$ cat src/inc/card_fault_supervisor_defs.svh
// Constants of the card fault supervisor: offsets, fields, reset values, timing
`ifndef CARD_FAULT_SUPERVISOR_DEFS_SVH
`define CARD_FAULT_SUPERVISOR_DEFS_SVH

// ----------------------------------------------------------------------------
// Timing
// ----------------------------------------------------------------------------
`define CFS_CLK_PERIOD_NS   5
`define CFS_T_UNIT_NS       25000
`define CFS_DEBOUNCE_NS     8000000
`define CFS_T_CYCLES        (`CFS_T_UNIT_NS / `CFS_CLK_PERIOD_NS)
`define CFS_DEBOUNCE_CYCLES (`CFS_DEBOUNCE_NS / `CFS_CLK_PERIOD_NS)

// ----------------------------------------------------------------------------
// Register offsets
// ----------------------------------------------------------------------------
`define CFS_ADDR_W          4
`define CFS_DATA_W          8
`define CFS_OFS_EVENT       4'h0
`define CFS_OFS_MASK        4'h1
`define CFS_OFS_STATE       4'h2

// ----------------------------------------------------------------------------
// Event and mask fields
// ----------------------------------------------------------------------------
`define CFS_EV_FAULT        0
`define CFS_EV_INSERT       1
`define CFS_EV_EXTRACT      2
`define CFS_EV_POR          3
`define CFS_EV_W            4

// ----------------------------------------------------------------------------
// State register fields
// ----------------------------------------------------------------------------
`define CFS_ST_FAULT_N      0
`define CFS_ST_PRESENT      1
`define CFS_ST_SESSION      2
`define CFS_ST_LEVEL_LO     3
`define CFS_ST_LEVEL_HI     4
`define CFS_ST_SEQ_LO       5
`define CFS_ST_SEQ_HI       6

// ----------------------------------------------------------------------------
// Reset values
// ----------------------------------------------------------------------------
`define CFS_RST_EVENT       4'h0
`define CFS_RST_MASK        4'h0

`endif

$ cat src/inc/card_fault_supervisor_pkg.sv
// Types of the card fault supervisor
package card_fault_supervisor_pkg;

    typedef enum logic [1:0] {
        VCC_3V0 = 2'h0,
        VCC_5V0 = 2'h1,
        VCC_1V8 = 2'h2
    } vcc_level_e;

    typedef enum logic [1:0] {
        SEQ_IDLE   = 2'h0,
        SEQ_ACTIVE = 2'h1,
        SEQ_DEACT  = 2'h3,
        SEQ_HOLD   = 2'h2
    } seq_state_e;

endpackage

$ cat src/hdl/cfs_sync2.sv
// Two-flop synchroniser for a group of asynchronous inputs
module cfs_sync2 #(
    parameter int          W         = 1,
    parameter logic [W-1:0] RESET_VAL = '0
) (
    input  wire logic         core_clk,
    input  wire logic         rst,
    input  wire logic [W-1:0] d,
    output logic      [W-1:0] q
);

    logic [W-1:0] meta_q;

    always_ff @(posedge core_clk) begin
        if (rst) begin
            meta_q <= RESET_VAL;
            q      <= RESET_VAL;
        end else begin
            meta_q <= d;
            q      <= meta_q;
        end
    end

endmodule

$ cat src/hdl/card_fault_supervisor.sv
// Card fault supervisor: fault monitor, presence debounce, deactivation, supply select
//
// Function
// - Five fault sources are watched: supply overcurrent, card removal, logic supply drop, converter out of range and overheating.
// - With the power command high the fault output is low without a card and high with one.
// - A logic supply drop outside a session gives an internal reset pulse and leaves the fault output alone.
// - Overcurrent and overheating are not flagged while no session runs.
// - In a session the fault output goes low as soon as any fault is seen.
// - A session fault starts emergency deactivation without any host command.
// - After a fault, with the command high again and deactivation done, the fault output returns high if a card is present.
// - Card insertion is debounced for 8 ms and the fault output rises only at its end.
// - Extraction, once neither presence input shows a card any more, deactivates at once and drives the fault output low.
// - A high low-voltage select gives 1.8 V and ignores the high-voltage select.
// - With low-voltage select low, high-voltage select high gives 5 V and low gives 3 V.
// - Deactivation drops card reset, then clock at 0.5 T, I/O at T and supply at 1.5 T, then goes inactive.
// - The sequencer unit T is 5000 core clock periods of 5 ns, 25 us.
//
// Added by the designer: the register offsets and the plain strobed port.
`include "card_fault_supervisor_defs.svh"

module card_fault_supervisor #(
    parameter int T_CYCLES        = `CFS_T_CYCLES,
    parameter int DEBOUNCE_CYCLES = `CFS_DEBOUNCE_CYCLES
) (
    input  wire logic                              core_clk,
    input  wire logic                              rst,
    input  wire logic                              card_power_cmd_n,
    input  wire logic [1:0]                        card_detect_in,
    input  wire logic                              low_volt_select,
    input  wire logic                              high_volt_select,
    input  wire logic                              vcc_overcurrent,
    input  wire logic                              vdd_drop,
    input  wire logic                              converter_fault,
    input  wire logic                              over_temp,
    input  wire logic [`CFS_ADDR_W-1:0]            reg_addr,
    input  wire logic [`CFS_DATA_W-1:0]            reg_wdata,
    input  wire logic                              reg_wr,
    input  wire logic                              reg_rd,
    output logic      [`CFS_DATA_W-1:0]            reg_rdata,
    output logic                                   fault_n,
    output logic                                   por_pulse,
    output logic                                   card_rst_en,
    output logic                                   card_clk_en,
    output logic                                   card_io_en,
    output logic                                   vcc_en,
    output card_fault_supervisor_pkg::vcc_level_e  vcc_level,
    output logic                                   irq
);
    import card_fault_supervisor_pkg::*;

    // ------------------------------------------------------------------------
    // Derived counts
    // ------------------------------------------------------------------------
    localparam int SEQ_W = $clog2(2 * T_CYCLES + 1);
    localparam int DB_W  = $clog2(DEBOUNCE_CYCLES + 1);
    localparam logic [SEQ_W-1:0] HALF_T_END = SEQ_W'((T_CYCLES / 2) - 1);
    localparam logic [SEQ_W-1:0] FULL_T_END = SEQ_W'(T_CYCLES - 1);
    localparam logic [SEQ_W-1:0] T15_END    = SEQ_W'(((3 * T_CYCLES) / 2) - 1);
    localparam logic [DB_W-1:0]  DB_END     = DB_W'(DEBOUNCE_CYCLES - 1);

    // ------------------------------------------------------------------------
    // Input synchronisers
    // ------------------------------------------------------------------------
    logic        cmd_n_s;
    logic [1:0]  detect_s;
    logic        lv_sel_s;
    logic        hv_sel_s;
    logic [3:0]  flt_s;

    cfs_sync2 #(.W(5), .RESET_VAL(5'h18)) u_sync_ctl (
        .core_clk (core_clk),
        .rst      (rst),
        .d        ({card_power_cmd_n, card_detect_in, low_volt_select, high_volt_select}),
        .q        ({cmd_n_s, detect_s, lv_sel_s, hv_sel_s})
    );

    cfs_sync2 #(.W(4), .RESET_VAL(4'h0)) u_sync_flt (
        .core_clk (core_clk),
        .rst      (rst),
        .d        ({vcc_overcurrent, vdd_drop, converter_fault, over_temp}),
        .q        (flt_s)
    );

    // Bit 0 switch is active high, bit 1 switch is active low
    logic present_raw;
    assign present_raw = detect_s[0] | ~detect_s[1];

    // ------------------------------------------------------------------------
    // Presence debounce
    // ------------------------------------------------------------------------
    logic [DB_W-1:0] db_cnt_q;
    logic            present_q;
    logic            extract_evt;
    logic            insert_evt;

    always_ff @(posedge core_clk) begin
        if (rst) begin
            db_cnt_q  <= '0;
            present_q <= 1'b0;
        end else if (!present_raw) begin
            db_cnt_q  <= '0;
            present_q <= 1'b0;
        end else if (!present_q) begin
            if (db_cnt_q == DB_END) begin
                db_cnt_q  <= '0;
                present_q <= 1'b1;
            end else begin
                db_cnt_q <= db_cnt_q + DB_W'(1);
            end
        end
    end

    assign extract_evt = present_q & ~present_raw;
    assign insert_evt  = ~present_q & present_raw & (db_cnt_q == DB_END);

    // ------------------------------------------------------------------------
    // Fault detection
    // ------------------------------------------------------------------------
    seq_state_e state_q;
    logic       in_session;
    logic       fault_src;
    logic       session_fault;
    logic       vdd_drop_prev_q;

    assign in_session    = (state_q != SEQ_IDLE);
    assign fault_src     = |flt_s | extract_evt;
    assign session_fault = in_session & fault_src;

    always_ff @(posedge core_clk) begin
        if (rst) begin
            vdd_drop_prev_q <= 1'b0;
            por_pulse       <= 1'b0;
        end else begin
            vdd_drop_prev_q <= flt_s[2];
            por_pulse       <= ~in_session & flt_s[2] & ~vdd_drop_prev_q;
        end
    end

    // ------------------------------------------------------------------------
    // Sequencer
    // ------------------------------------------------------------------------
    logic [SEQ_W-1:0] seq_cnt_q;
    logic             fault_latch_q;
    logic             release_now;

    assign release_now = (state_q == SEQ_HOLD) & cmd_n_s;

    always_ff @(posedge core_clk) begin
        if (rst) begin
            state_q   <= SEQ_IDLE;
            seq_cnt_q <= '0;
        end else begin
            case (state_q)
                SEQ_IDLE: begin
                    seq_cnt_q <= '0;
                    if (!cmd_n_s && present_q && !fault_src) begin
                        state_q <= SEQ_ACTIVE;
                    end
                end
                SEQ_ACTIVE: begin
                    seq_cnt_q <= '0;
                    if (cmd_n_s || session_fault) begin
                        state_q <= SEQ_DEACT;
                    end
                end
                SEQ_DEACT: begin
                    if (seq_cnt_q == T15_END) begin
                        seq_cnt_q <= '0;
                        state_q   <= SEQ_HOLD;
                    end else begin
                        seq_cnt_q <= seq_cnt_q + SEQ_W'(1);
                    end
                end
                SEQ_HOLD: begin
                    seq_cnt_q <= '0;
                    if (cmd_n_s) begin
                        state_q <= SEQ_IDLE;
                    end
                end
                default: begin
                    seq_cnt_q <= '0;
                    state_q   <= SEQ_IDLE;
                end
            endcase
        end
    end

    // Card contact enables, all set in one cycle on activation and released one by one
    always_ff @(posedge core_clk) begin
        if (rst) begin
            card_rst_en <= 1'b0;
            card_clk_en <= 1'b0;
            card_io_en  <= 1'b0;
            vcc_en      <= 1'b0;
        end else if (state_q == SEQ_IDLE) begin
            if (!cmd_n_s && present_q && !fault_src) begin
                card_rst_en <= 1'b1;
                card_clk_en <= 1'b1;
                card_io_en  <= 1'b1;
                vcc_en      <= 1'b1;
            end
        end else if (state_q == SEQ_ACTIVE) begin
            if (cmd_n_s || session_fault) begin
                card_rst_en <= 1'b0;
            end
        end else if (state_q == SEQ_DEACT) begin
            if (seq_cnt_q == HALF_T_END) begin
                card_clk_en <= 1'b0;
            end
            if (seq_cnt_q == FULL_T_END) begin
                card_io_en <= 1'b0;
            end
            if (seq_cnt_q == T15_END) begin
                vcc_en <= 1'b0;
            end
        end
    end

    // ------------------------------------------------------------------------
    // Fault and presence output
    // ------------------------------------------------------------------------
    always_ff @(posedge core_clk) begin
        if (rst) begin
            fault_latch_q <= 1'b0;
        end else if (session_fault) begin
            fault_latch_q <= 1'b1;
        end else if (release_now || !in_session) begin
            fault_latch_q <= 1'b0;
        end
    end

    always_ff @(posedge core_clk) begin
        if (rst) begin
            fault_n <= 1'b0;
        end else begin
            fault_n <= present_q & ~extract_evt & ~fault_latch_q & ~session_fault;
        end
    end

    // ------------------------------------------------------------------------
    // Supply level selection
    // ------------------------------------------------------------------------
    always_ff @(posedge core_clk) begin
        if (rst) begin
            vcc_level <= VCC_3V0;
        end else if (lv_sel_s) begin
            vcc_level <= VCC_1V8;
        end else if (hv_sel_s) begin
            vcc_level <= VCC_5V0;
        end else begin
            vcc_level <= VCC_3V0;
        end
    end

    // ------------------------------------------------------------------------
    // Register port and interrupt
    // ------------------------------------------------------------------------
    logic [`CFS_EV_W-1:0] event_q;
    logic [`CFS_EV_W-1:0] mask_q;
    logic [`CFS_EV_W-1:0] event_set;
    logic [`CFS_EV_W-1:0] event_clr;

    always_comb begin
        event_set                  = '0;
        event_set[`CFS_EV_FAULT]   = session_fault;
        event_set[`CFS_EV_INSERT]  = insert_evt;
        event_set[`CFS_EV_EXTRACT] = extract_evt;
        event_set[`CFS_EV_POR]     = ~in_session & flt_s[2] & ~vdd_drop_prev_q;
    end

    assign event_clr = (reg_wr && reg_addr == `CFS_OFS_EVENT) ?
                       reg_wdata[`CFS_EV_W-1:0] : '0;

    // Set wins over a clear in the same cycle
    always_ff @(posedge core_clk) begin
        if (rst) begin
            event_q <= `CFS_RST_EVENT;
        end else begin
            event_q <= (event_q & ~event_clr) | event_set;
        end
    end

    always_ff @(posedge core_clk) begin
        if (rst) begin
            mask_q <= `CFS_RST_MASK;
        end else if (reg_wr && reg_addr == `CFS_OFS_MASK) begin
            mask_q <= reg_wdata[`CFS_EV_W-1:0];
        end
    end

    always_ff @(posedge core_clk) begin
        if (rst) begin
            irq <= 1'b0;
        end else begin
            irq <= |(((event_q & ~event_clr) | event_set) & mask_q);
        end
    end

    always_ff @(posedge core_clk) begin
        if (rst) begin
            reg_rdata <= '0;
        end else if (reg_rd) begin
            case (reg_addr)
                `CFS_OFS_EVENT: reg_rdata <= {{(`CFS_DATA_W-`CFS_EV_W){1'b0}}, event_q};
                `CFS_OFS_MASK:  reg_rdata <= {{(`CFS_DATA_W-`CFS_EV_W){1'b0}}, mask_q};
                `CFS_OFS_STATE: reg_rdata <= {1'b0, state_q, vcc_level, in_session,
                                              present_q, fault_n};
                default:        reg_rdata <= '0;
            endcase
        end else begin
            reg_rdata <= '0;
        end
    end

    // ------------------------------------------------------------------------
    // Assertions
    // ------------------------------------------------------------------------
    property p_fault_low;
        @(posedge core_clk) disable iff (rst)
        session_fault |=> !fault_n;
    endproperty
    a_fault_low: assert property (p_fault_low) else $error("fault output not low on fault");

    property p_auto_deact;
        @(posedge core_clk) disable iff (rst)
        (state_q == SEQ_ACTIVE) && session_fault |=> (state_q == SEQ_DEACT) && !card_rst_en;
    endproperty
    a_auto_deact: assert property (p_auto_deact) else $error("no deactivation on fault");

    property p_idle_presence;
        @(posedge core_clk) disable iff (rst)
        (state_q == SEQ_IDLE) && !fault_latch_q && !extract_evt |=> (fault_n == $past(present_q));
    endproperty
    a_idle_presence: assert property (p_idle_presence) else $error("idle output not presence");

    property p_por_idle;
        @(posedge core_clk) disable iff (rst)
        !in_session && flt_s[2] && !vdd_drop_prev_q |=> por_pulse ##1 !por_pulse;
    endproperty
    a_por_idle: assert property (p_por_idle) else $error("reset pulse missing or long");

    property p_no_idle_fault;
        @(posedge core_clk) disable iff (rst)
        (state_q == SEQ_IDLE) && (flt_s[3] || flt_s[0]) && !fault_latch_q |=>
            !fault_latch_q && (fault_n == $past(present_q && !extract_evt));
    endproperty
    a_no_idle_fault: assert property (p_no_idle_fault) else $error("fault flagged outside session");

    property p_release_high;
        @(posedge core_clk) disable iff (rst)
        release_now && present_q && present_raw ##1 (present_q && !extract_evt) |=> fault_n;
    endproperty
    a_release_high: assert property (p_release_high) else $error("output not high after release");

    property p_debounce_end;
        @(posedge core_clk) disable iff (rst)
        $rose(present_q) |-> ($past(db_cnt_q) == DB_END) && $past(present_raw);
    endproperty
    a_debounce_end: assert property (p_debounce_end) else $error("presence rose early");

    property p_extract;
        @(posedge core_clk) disable iff (rst)
        extract_evt |=> !present_q && !fault_n;
    endproperty
    a_extract: assert property (p_extract) else $error("extraction not acted on");

    property p_level;
        @(posedge core_clk) disable iff (rst)
        1'b1 |=> vcc_level == ($past(lv_sel_s) ? VCC_1V8 : ($past(hv_sel_s) ? VCC_5V0 : VCC_3V0));
    endproperty
    a_level: assert property (p_level) else $error("wrong supply level");

    property p_deact_order;
        @(posedge core_clk) disable iff (rst)
        $fell(vcc_en) |-> ($past(seq_cnt_q) == T15_END) && !card_clk_en && !card_io_en;
    endproperty
    a_deact_order: assert property (p_deact_order) else $error("supply fell out of order");

    property p_clk_half;
        @(posedge core_clk) disable iff (rst)
        $fell(card_clk_en) |-> ($past(seq_cnt_q) == HALF_T_END) && !card_rst_en;
    endproperty
    a_clk_half: assert property (p_clk_half) else $error("clock stop at wrong time");

    property p_hold_fault;
        @(posedge core_clk) disable iff (rst)
        fault_latch_q && !release_now |=> !fault_n;
    endproperty
    a_hold_fault: assert property (p_hold_fault) else $error("fault indication dropped early");

endmodule

$ cat config.mk
export PLATFORM = sky130hd
export DESIGN_NAME = card_fault_supervisor
export DESIGN_NICKNAME = d
export VERILOG_FILES = /design/src/inc/card_fault_supervisor_pkg.sv /design/src/hdl/cfs_sync2.sv /design/src/hdl/card_fault_supervisor.sv
export VERILOG_INCLUDE_DIRS = /design/src /design/src/inc
export SDC_FILE = /design/constraint.sdc
export NUM_CORES = 1
export LEC_CHECK = 0
export BUFFER_PORTS_ARGS = -buffer_cell sky130_fd_sc_hd__buf_2
export CAP_MARGIN = 20
export CORE_ASPECT_RATIO = 1.2
export CORE_MARGIN = 4
export CORE_UTILIZATION = 51
export DETAILED_ROUTE_END_ITERATION = 7
export PLACE_DENSITY = 0.74
export SYNTH_ARGS = -nofsm -noshare
export SYNTH_HDL_FRONTEND = slang
export SYNTH_SLANG_ARGS = --single-unit
$ cat constraint.sdc
create_clock -name core_clk -period 1.6 [get_ports core_clk]
set_input_delay 0.24 -clock core_clk [delete_from_list [all_inputs] [get_ports core_clk]]
set_output_delay 0.24 -clock core_clk [all_outputs]
set_load 0.1 [all_outputs]
Word level (Yosys, flattened, before mapping)
Cells that the tools add are included.
W data, S select, Z words.
{"block": "op_classes", "n_reduce_logical": 30, "n_bitwise": 25, "n_mux": 32, "add_sub_neg": 2, "n_eq_ne": 14}
{"cell": "$eq A14 B13 Y1 const B", "n": 2}
{"cell": "$pmux W14 S2", "n": 1}
{"cell": "$add A21 B1 Y21 const B", "n": 1}
{"cell": "$eq A21 B21 Y1 const B", "n": 1}
{"cell": "$mux W1", "n": 21}
{"cell": "$mux W21", "n": 1}
{"cell": "$pmux W7 S3", "n": 1}
{"cell": "$reduce_and A4 Y1", "n": 4}
{"cell": "$reduce_bool A2 Y1", "n": 8}
{"cell": "$add A14 B1 Y14 const B", "n": 1}
{"cell": "$eq A14 B12 Y1 const B", "n": 1}
{"cell": "$mux W14", "n": 1}
{"cell": "$and A1 B1 Y1", "n": 10}
{"cell": "$mux W2", "n": 5}
{"cell": "$not A1 Y1", "n": 9}
{"cell": "$and A4 B4 Y4", "n": 2}
{"cell": "$ne A2 B2 Y1 const B", "n": 4}
{"cell": "$pmux W2 S4", "n": 1}
{"cell": "$reduce_or A4 Y1", "n": 2}
{"cell": "$reduce_or A2 Y1", "n": 3}
{"cell": "$eq A2 B2 Y1 const B", "n": 2}
{"cell": "$eq A4 B1 Y1 const B", "n": 1}
{"cell": "$eq A4 B2 Y1 const B", "n": 1}
{"cell": "$logic_and A1 B1 Y1", "n": 4}
{"cell": "other kinds (12)", "n": 16}
{"block": "word_totals", "input_bits": 25, "word_cells": 125, "out_inout_bits": 17, "regBits": 83}

Longest topological paths before layout
Gate-level depths: netlist of the first run.
{"block": "logic_depth", "word_depth": 10, "mapped_depth": 8, "mapped_depth_nobuf": 7}

Hierarchy
A second synthesis of the first run with hierarchy kept.
{"block": "unflattened", "hier_cells": 360, "hier_area_um2": 3331.9}
{"mod": "card_fault_supervisor", "cells_each": 324, "seq_area_each_um2": 1281.2, "n_inst": 1, "area_per_inst_um2": 2859.0}
{"mod": "cfs_sync2 at u_sync_ctl", "cells_each": 20, "seq_area_each_um2": 200.2, "n_inst": 1, "area_per_inst_um2": 262.8}
{"mod": "cfs_sync2 at u_sync_flt", "cells_each": 16, "seq_area_each_um2": 160.2, "n_inst": 1, "area_per_inst_um2": 210.2}

Least setup slack after synthesis of the first run
No wires, ideal clock.
{"block": "synth_timing", "path_kind": "reg-to-reg", "start": "register state_q[0]", "end": "register seq_cnt_q[11]", "stages_incl_launch_ff": 8, "path_buffers": 2, "path_slack_ns": -0.032, "period_less_slack_ns": 1.632, "required_time_ns": 1.535, "setup_ns": 0.065, "t_arrival_ns": 1.567, "cell_sequence": "dfxtp_1 -> inv_1 -> ha_1 -> clkbuf_1 -> nor4_1 -> nand2_1 -> clkbuf_1 -> nor2_1"}
{"block": "synth_between", "elab_chain_cells": 3, "elab_cells_between_ends": 6, "classes_between": "eq/ne: 3; mux: 1; reduce/logical: 2"}
{"element": "from (decl)", "line_no": "card_fault_supervisor.sv:119", "text": "seq_state_e state_q;"}
{"element": "from (signal assigned)", "line_no": "card_fault_supervisor.sv:150", "text": "state_q <= SEQ_IDLE;"}
{"element": "from (signal assigned)", "line_no": "card_fault_supervisor.sv:157", "text": "state_q <= SEQ_ACTIVE;"}
{"element": "from (signal assigned)", "line_no": "card_fault_supervisor.sv:163", "text": "state_q <= SEQ_DEACT;"}
{"element": "$eq A2 B2 Y1 (tied with other cells)", "line_no": "card_fault_supervisor.sv:153", "text": "case (state_q)"}
{"element": "$reduce_or A3 Y1 (no line)"}
{"element": "$pmux W14 S2 (*)", "line_no": "card_fault_supervisor.sv:153"}
{"element": "to (signal assigned)", "line_no": "card_fault_supervisor.sv:171", "text": "seq_cnt_q <= seq_cnt_q + SEQ_W'(1);"}
{"element": "to (decl)", "line_no": "card_fault_supervisor.sv:142", "text": "logic [SEQ_W-1:0] seq_cnt_q;"}
Every way passes the cells marked *; elsewhere a longest branch is shown, timed or not.
A chain may end at the register's enable or synchronous reset.

Worst setup path after layout of the first run
{"block": "layout_timing", "start": "register seq_cnt_q[13]", "end": "register state_q[0]"}
{"block": "layout_between", "elab_chain_cells": 3}
{"element": "$eq A14 B13 Y1", "line_no": "card_fault_supervisor.sv:167", "text": "if (seq_cnt_q == T15_END) begin"}
{"element": "$ne A2 B2 Y1 (no line)"}
{"element": "$reduce_and A4 Y1 (no line)"}
{"element": "to (signal assigned)", "line_no": "card_fault_supervisor.sv:163"}
{"element": "to (signal assigned)", "line_no": "card_fault_supervisor.sv:169", "text": "state_q <= SEQ_HOLD;"}
{"element": "to (signal assigned)", "line_no": "card_fault_supervisor.sv:177", "text": "state_q <= SEQ_IDLE;"}
No other way between the ends.

==> metrics.txt, run 1 <==
status complete, but fails checks; failing checks negative setup slack; # setup viols final 2; WS Path Type register to register; Max Buffers Root-to-Sink 2; fin worst setup slack -65.4 ps; DIE AREA 7980 µm²; Pwr Density 1060 nW/µm²; Post-synth top cells dfxtp_1, nor2_1, nand2_1, nor2b_1; first-pass detailed-route iteration total 4; Post-synth EDFFs 0; Required @ worst endpoint 1860 ps; Area contributors post-synth dfxtp_1, nor2_1, xnor2_1; worst skew pair latency 370 ps; root buf cell clkbuf_8; sequential share of power 0.472; MaxCap Viol Count 0; Port Buffer Count 36; Die H 97.1 µm; Worst VDD drop 0.000749 V; crit path time final 1670 ps; HP Class primary input to register; WHS 63.0 ps; Total Routing Usage GR 0.186; sw frac 0.299; GPL Wtd Cong 0.839; DR WL/cell 13.6 µm; H-tree depth 3; first-pass GRT wire length 11600 µm; number of synthesis warnings 0; Top-Level Pins 42; post-DP HPWL 4990 µm; Pins Over Slew Limit 0; Int Power 3.21 mW; core area 6450 µm²; switching power 1.37 mW; Critical Path End Type register; GR peak layer met2; Max Freq 600 MHz; RSZ-0062 raised after global routing true; Vias 2787; cell with the most instances after synthesis dfxtp_1; fin crit share 1.04; Site Rows 32; nets 481; vias in the first global route 2635; CTS Sinks 82; diode count 0; Die X-Extent 82.2 µm; Reg clk slew, reported paths 80 ps; flops & latches, synth 82; final global-route overflow total 0; met2 usage 0.303; TritonCTS clock tree done; number of CTS-inserted buffers 9; final hold vios 0; CP max FO 2; register area share after synthesis 0.487; share of Yosys cell area claimed by the top area cell type 0.487; cell count after synthesis 364; Comb pwr share 0.216; Async S/R FF share, synth 0; GR met1 Demand/Resource 0.225; Finished Core Util 0.672; Critical Path AT 1930 ps; largest net degree at the start of global routing 24; global-route met3 utilization 0.0306; Routed Antenna Nets 0; drt drc 0; Initial Util 0.523; DRT iter0 DRCs 106; Via density 5.17; leakage power 1.65 nW; Post-Syn Nets 396; Syn Area/Cell 9.26 µm²; clock share of power 0.312; ys flop type dfxtp_1; Yosys cell types 51; filler cell count 518; initial antenna violation count 0; Max Clock Skew 15.1 ps; Synth Cell Area 3370 µm²; CP Launch Type register; largest area contributor in the netlist dfxtp_1; Area Overhead vs Synth 28.4%; Sequential cell area 1650 µm²; Multi-input gate area 1770 µm²; layout cell share with drive strength beyond 1 0.330; WL final 7310 µm
==> power groups by stage <==
stage	Clock, mW	Sequential, mW	Combinational (mW)
floorplan	0	2.22	0.399
global placement	0	2.20	0.720
detailed placement	0	2.20	0.742
CTS	1.47	2.15	0.805
global route	1.56	2.17	1.08
finish	1.43	2.16	0.990
==> timing repair <==
action,CTS,global route
endpoints found under the setup margin,5,34
gates resized for setup,13,30
pin swaps,6,12
hold buffers,0,0
buffers inserted,2,2
gates cloned,0,1
==> state kept, by name (all words and copies together), names as in the netlist, 2 cells and up <==
signal	cells
db_cnt_q	21
seq_cnt_q	14
reg_rdata	7
u_sync_ctl.meta_q	5
u_sync_ctl.q	5
event_q	4
mask_q	4
u_sync_flt.meta_q	4
u_sync_flt.q	4
state_q	2
vcc_level	2
==> worst max-delay path, stage by stage, from the launching register on <==
cell and delay, ps:
dfxtp_2 340, nor4b_2 270, nand4_1 220, a221oi_2 360, o21ai_2 130, a221oi_2 260
==> cells by family (layout without fill, tap and decap cells) <==
group,count (synthesis),in the layout,synth area share
compound gates,39,39,0.0746
xor+xnor,31,31,0.0805
fa+ha+maj,7,7,0.0260
buf+inv,19,109,0.0230
flops,82,82,0.487
mux,4,4,0.0119
other cells,1,1,0.00111
simple gates,181,181,0.296
==> routing by layer <==
layer | share of wire | vias up
li1 | - | 1424
met1 | 0.43 | 1303
met2 | 0.51 | 43
met3 | 0.030 | 17
met4 | 0.025 | 0
met5 | 0 | -
==> layout by cell type, fill, tap and decap left out, types with 4 or more instances in the layout <==
cell      instances
a21oi_1          14
a21oi_2           4
and4_1            5
buf_2            37
buf_4            46
clkbuf_8          9
dfxtp_1          73
dfxtp_2           9
ha_1              5
inv_1             5
mux2i_1           4
nand2_1          23
nand2b_1          4
nand3_1          14
nand4_1          10
nor2_1           54
nor2b_1          21
nor3_1            8
o21ai_0           4
or2_2             5
xnor2_1          18
xor2_1           13
==> path summary, 6_finish.rpt <==
| kind | start | to | slack, ps | cells past startpoint |
|---|---|---|---|---|
| worst max-delay path | seq_cnt_q[13]$_SDFF_PP0_ | state_q[0]$_SDFFE_PP0P_ | -70 | 5 |
| worst min-delay path | card_power_cmd_n | u_sync_ctl.meta_q[4]$_SDFF_PP1_ | 60 | 2 |
| worst max register to register | seq_cnt_q[13]$_SDFF_PP0_ | state_q[0]$_SDFFE_PP0P_ | -70 | 5 |
| worst min register to register | u_sync_ctl.q[1]$_SDFF_PP0_ | vcc_level[0]$_SDFF_PP0_ | 410 | 1 |
==> layout make-up <==
type | count | area share
inverters | 7 | 0.00607
repair buffers | 86 | 0.134
well taps | 85 | 0.0246
flip-flops and latches | 82 | 0.382
clock inverters | 7 | 0.0153
clock buffers | 9 | 0.0286
multi-input cells | 263 | 0.409
==> per-stage QoR <==
step	std cells	setup WS [ps]	instance area (µm²)	setup TNS, ps	power (mW)
finish	539	-65.4	4330	-88.8	4.58
global route	539	-163	4330	-415	4.80
CTS	536	-9.60	4210	-10.4	4.43
detailed placement	518	-104	3980	-408	2.94
global placement	518	-66.8	3980	-189	2.92
floorplan	364	11.4	3380	0	2.62
(Power assumes the default switching activity.)
==> run 2, diff against run 1 <==
--- a/config.mk
+++ b/config.mk
@@ -6,7 +6,7 @@
 export SDC_FILE = /design/constraint.sdc
 export NUM_CORES = 1
 export LEC_CHECK = 0
-export BUFFER_PORTS_ARGS = -buffer_cell sky130_fd_sc_hd__buf_2
+export BUFFER_PORTS_ARGS = -buffer_cell sky130_fd_sc_hd__clkbuf_2
 export CAP_MARGIN = 20
 export CORE_ASPECT_RATIO = 1.2
 export CORE_MARGIN = 4
==> run 2 against run 1 <==
The run still ends with negative setup slack left. Sequential power barely moved. Non-clock buffer count unchanged. Register-to-register slack improved by 40 ps. Fmax increased by 2.4%. Combinational power is 4% higher. Final cell count unchanged. Critical path type unchanged. Largest cell class unchanged. Highest routed layer unchanged.
==> metrics.txt, run 2 (synthesized netlist as in run 1, its figures left out) <==
status complete, but fails checks; failing checks negative setup slack; core area 6450 µm²; nets 481; Placement Cell Area 3960 µm²; slowest CP cell a2111oi_2; WS Path Type register to register; WL final 7290 µm; cell count of the worst reg-to-reg path 5; CP Launch Type register; largest net degree at the start of global routing 25; critical path launch point u_sync_flt.q[1]$_SDFF_PP0_; Rel. slew slack 0.637; fin crit share 1.02; Top delay family on crit path compound AO/OA/AOI/OAI gates; CTS Sinks 82; HP Class primary input to register; worst slew pin tran 546 ps; setup TNS -46.2 ps; vias in the first global route 2788; worst skew pair latency 370 ps; drt drc 0; GPL Wtd Cong 0.868; number of CTS-inserted buffers 9; H-tree depth 3; final global-route overflow total 0; Pins Over Slew Limit 0; Via density 5.17; Reg clk slew, reported paths 90 ps; Most flops, register db_cnt_q; root buf cell clkbuf_8; MaxCap Viol Count 0; layout cell share with drive strength beyond 1 0.350; CP max FO 3; # setup viols final 2; max reg flops 21; Area Overhead vs Synth 29.7%; Routed Antenna Nets 0; crit path time final 1630 ps; Total Routing Usage GR 0.184; CTS Hold Bufs 0; Worst VDD drop 0.000751 V; Vias 2788; Finished Core Util 0.678; WHS 53.9 ps; Port Buffer Count 36; Die X-Extent 82.2 µm; Worst R2R Setup Slack -30 ps; RSZ-0062 raised after global routing true; initial antenna violation count 0; post-DP HPWL 4950 µm; Critical Path Max Stage Delay 430 ps; Place WS -168 ps; final hold vios 0; worst setup path end state_q[1]$_SDFFE_PP0P_; Initial Util 0.523; commonest non-fill, non-tap cell in the layout dfxtp_1; first-pass GRT wire length 11600 µm; Top-Level Pins 42; worst r2r src u_sync_flt.q[1]$_SDFF_PP0_; Critical Path End Type register; Max Freq 615 MHz; WP buf/inv 1; TritonCTS clock tree done; DR WL/cell 13.5 µm; Critical Path AT 1860 ps; Required @ worst endpoint 1840 ps; diode count 0; Max Clock Skew 9.68 ps; Largest regs db_cnt_q x21, seq_cnt_q x14, reg_rdata x7; Die H 97.1 µm; first-pass detailed-route iteration total 5; Max Buffers Root-to-Sink 2; CP Cell Sequence nor4_4 > nand4b_1 > buf_4 > a2111oi_2 > a211oi_2; FF-to-FF End state_q[1]$_SDFFE_PP0P_; fin area 4370 µm²; Power, Total 4.67 mW; Pwr Density 1070 nW/µm²; leakage power 1.66 nW; DIE AREA 7980 µm²; DP Cell Count 518; Site Rows 32; non-filler cells, final 539; DRT iter0 DRCs 103; fin worst setup slack -27.1 ps; commonest non-fill, non-tap cells in the layout dfxtp_1, nor2_1, buf_4, clkbuf_2, nand2_1; CP Depth 5
==> run 2: routing by layer <==
metal  share of wire  track usage
met1            0.43        0.207
met2            0.51        0.322
met3           0.033       0.0334
met4           0.023       0.0857
met5               0            0
==> run 2: worst min path at each step <==
stage,startpoint,to,depth (start not counted),slack [ps]
finish,card_power_cmd_n,u_sync_ctl.meta_q[4]$_SDFF_PP1_,2,50
detailed placement,u_sync_ctl.meta_q[3]$_SDFF_PP1_,u_sync_ctl.q[3]$_SDFF_PP1_,1,390
global route,card_detect_in[1],u_sync_ctl.meta_q[3]$_SDFF_PP1_,2,50
CTS,card_power_cmd_n,u_sync_ctl.meta_q[4]$_SDFF_PP1_,2,40
global placement,u_sync_ctl.meta_q[4]$_SDFF_PP1_,u_sync_ctl.q[4]$_SDFF_PP1_,1,390
floorplan,card_detect_in[1],u_sync_ctl.meta_q[3]$_SDFF_PP1_,1,340
==> run 2: where the power goes <==
part / switching, mW / internal (mW) / leakage, nW
registers: 0.0506 / 2.12 / 0.672
logic: 0.515 / 0.514 / 0.882
clock network: 0.847 / 0.622 / 0.103
total: 1.41 / 3.26 / 1.66
==> run 2: final cells by class <==
cell class / instances / area [µm²]
Clock buffer: 9 / 124
Clock inverter: 7 / 76.3
Fill cell: 522 / 2080
Inverter: 7 / 28.8
Multi-Input combinational cell: 263 / 1800
Sequential cell: 82 / 1660
Tap cell: 85 / 106
Timing Repair Buffer: 86 / 579
==> run 2: repair_timing <==
item,in CTS,in global routing
setup buffers,4,0
cloned,0,1
gates resized for setup,17,40
pin swaps,5,15
setup endpoints to repair,18,38
==> run 2: worst register-to-register path: cells and delay by family (launching register included) <==
kind            cells  cell delay [ps]
simple gates        2              470
flops               1              330
compound gates      2              510
buf+inv             1              190
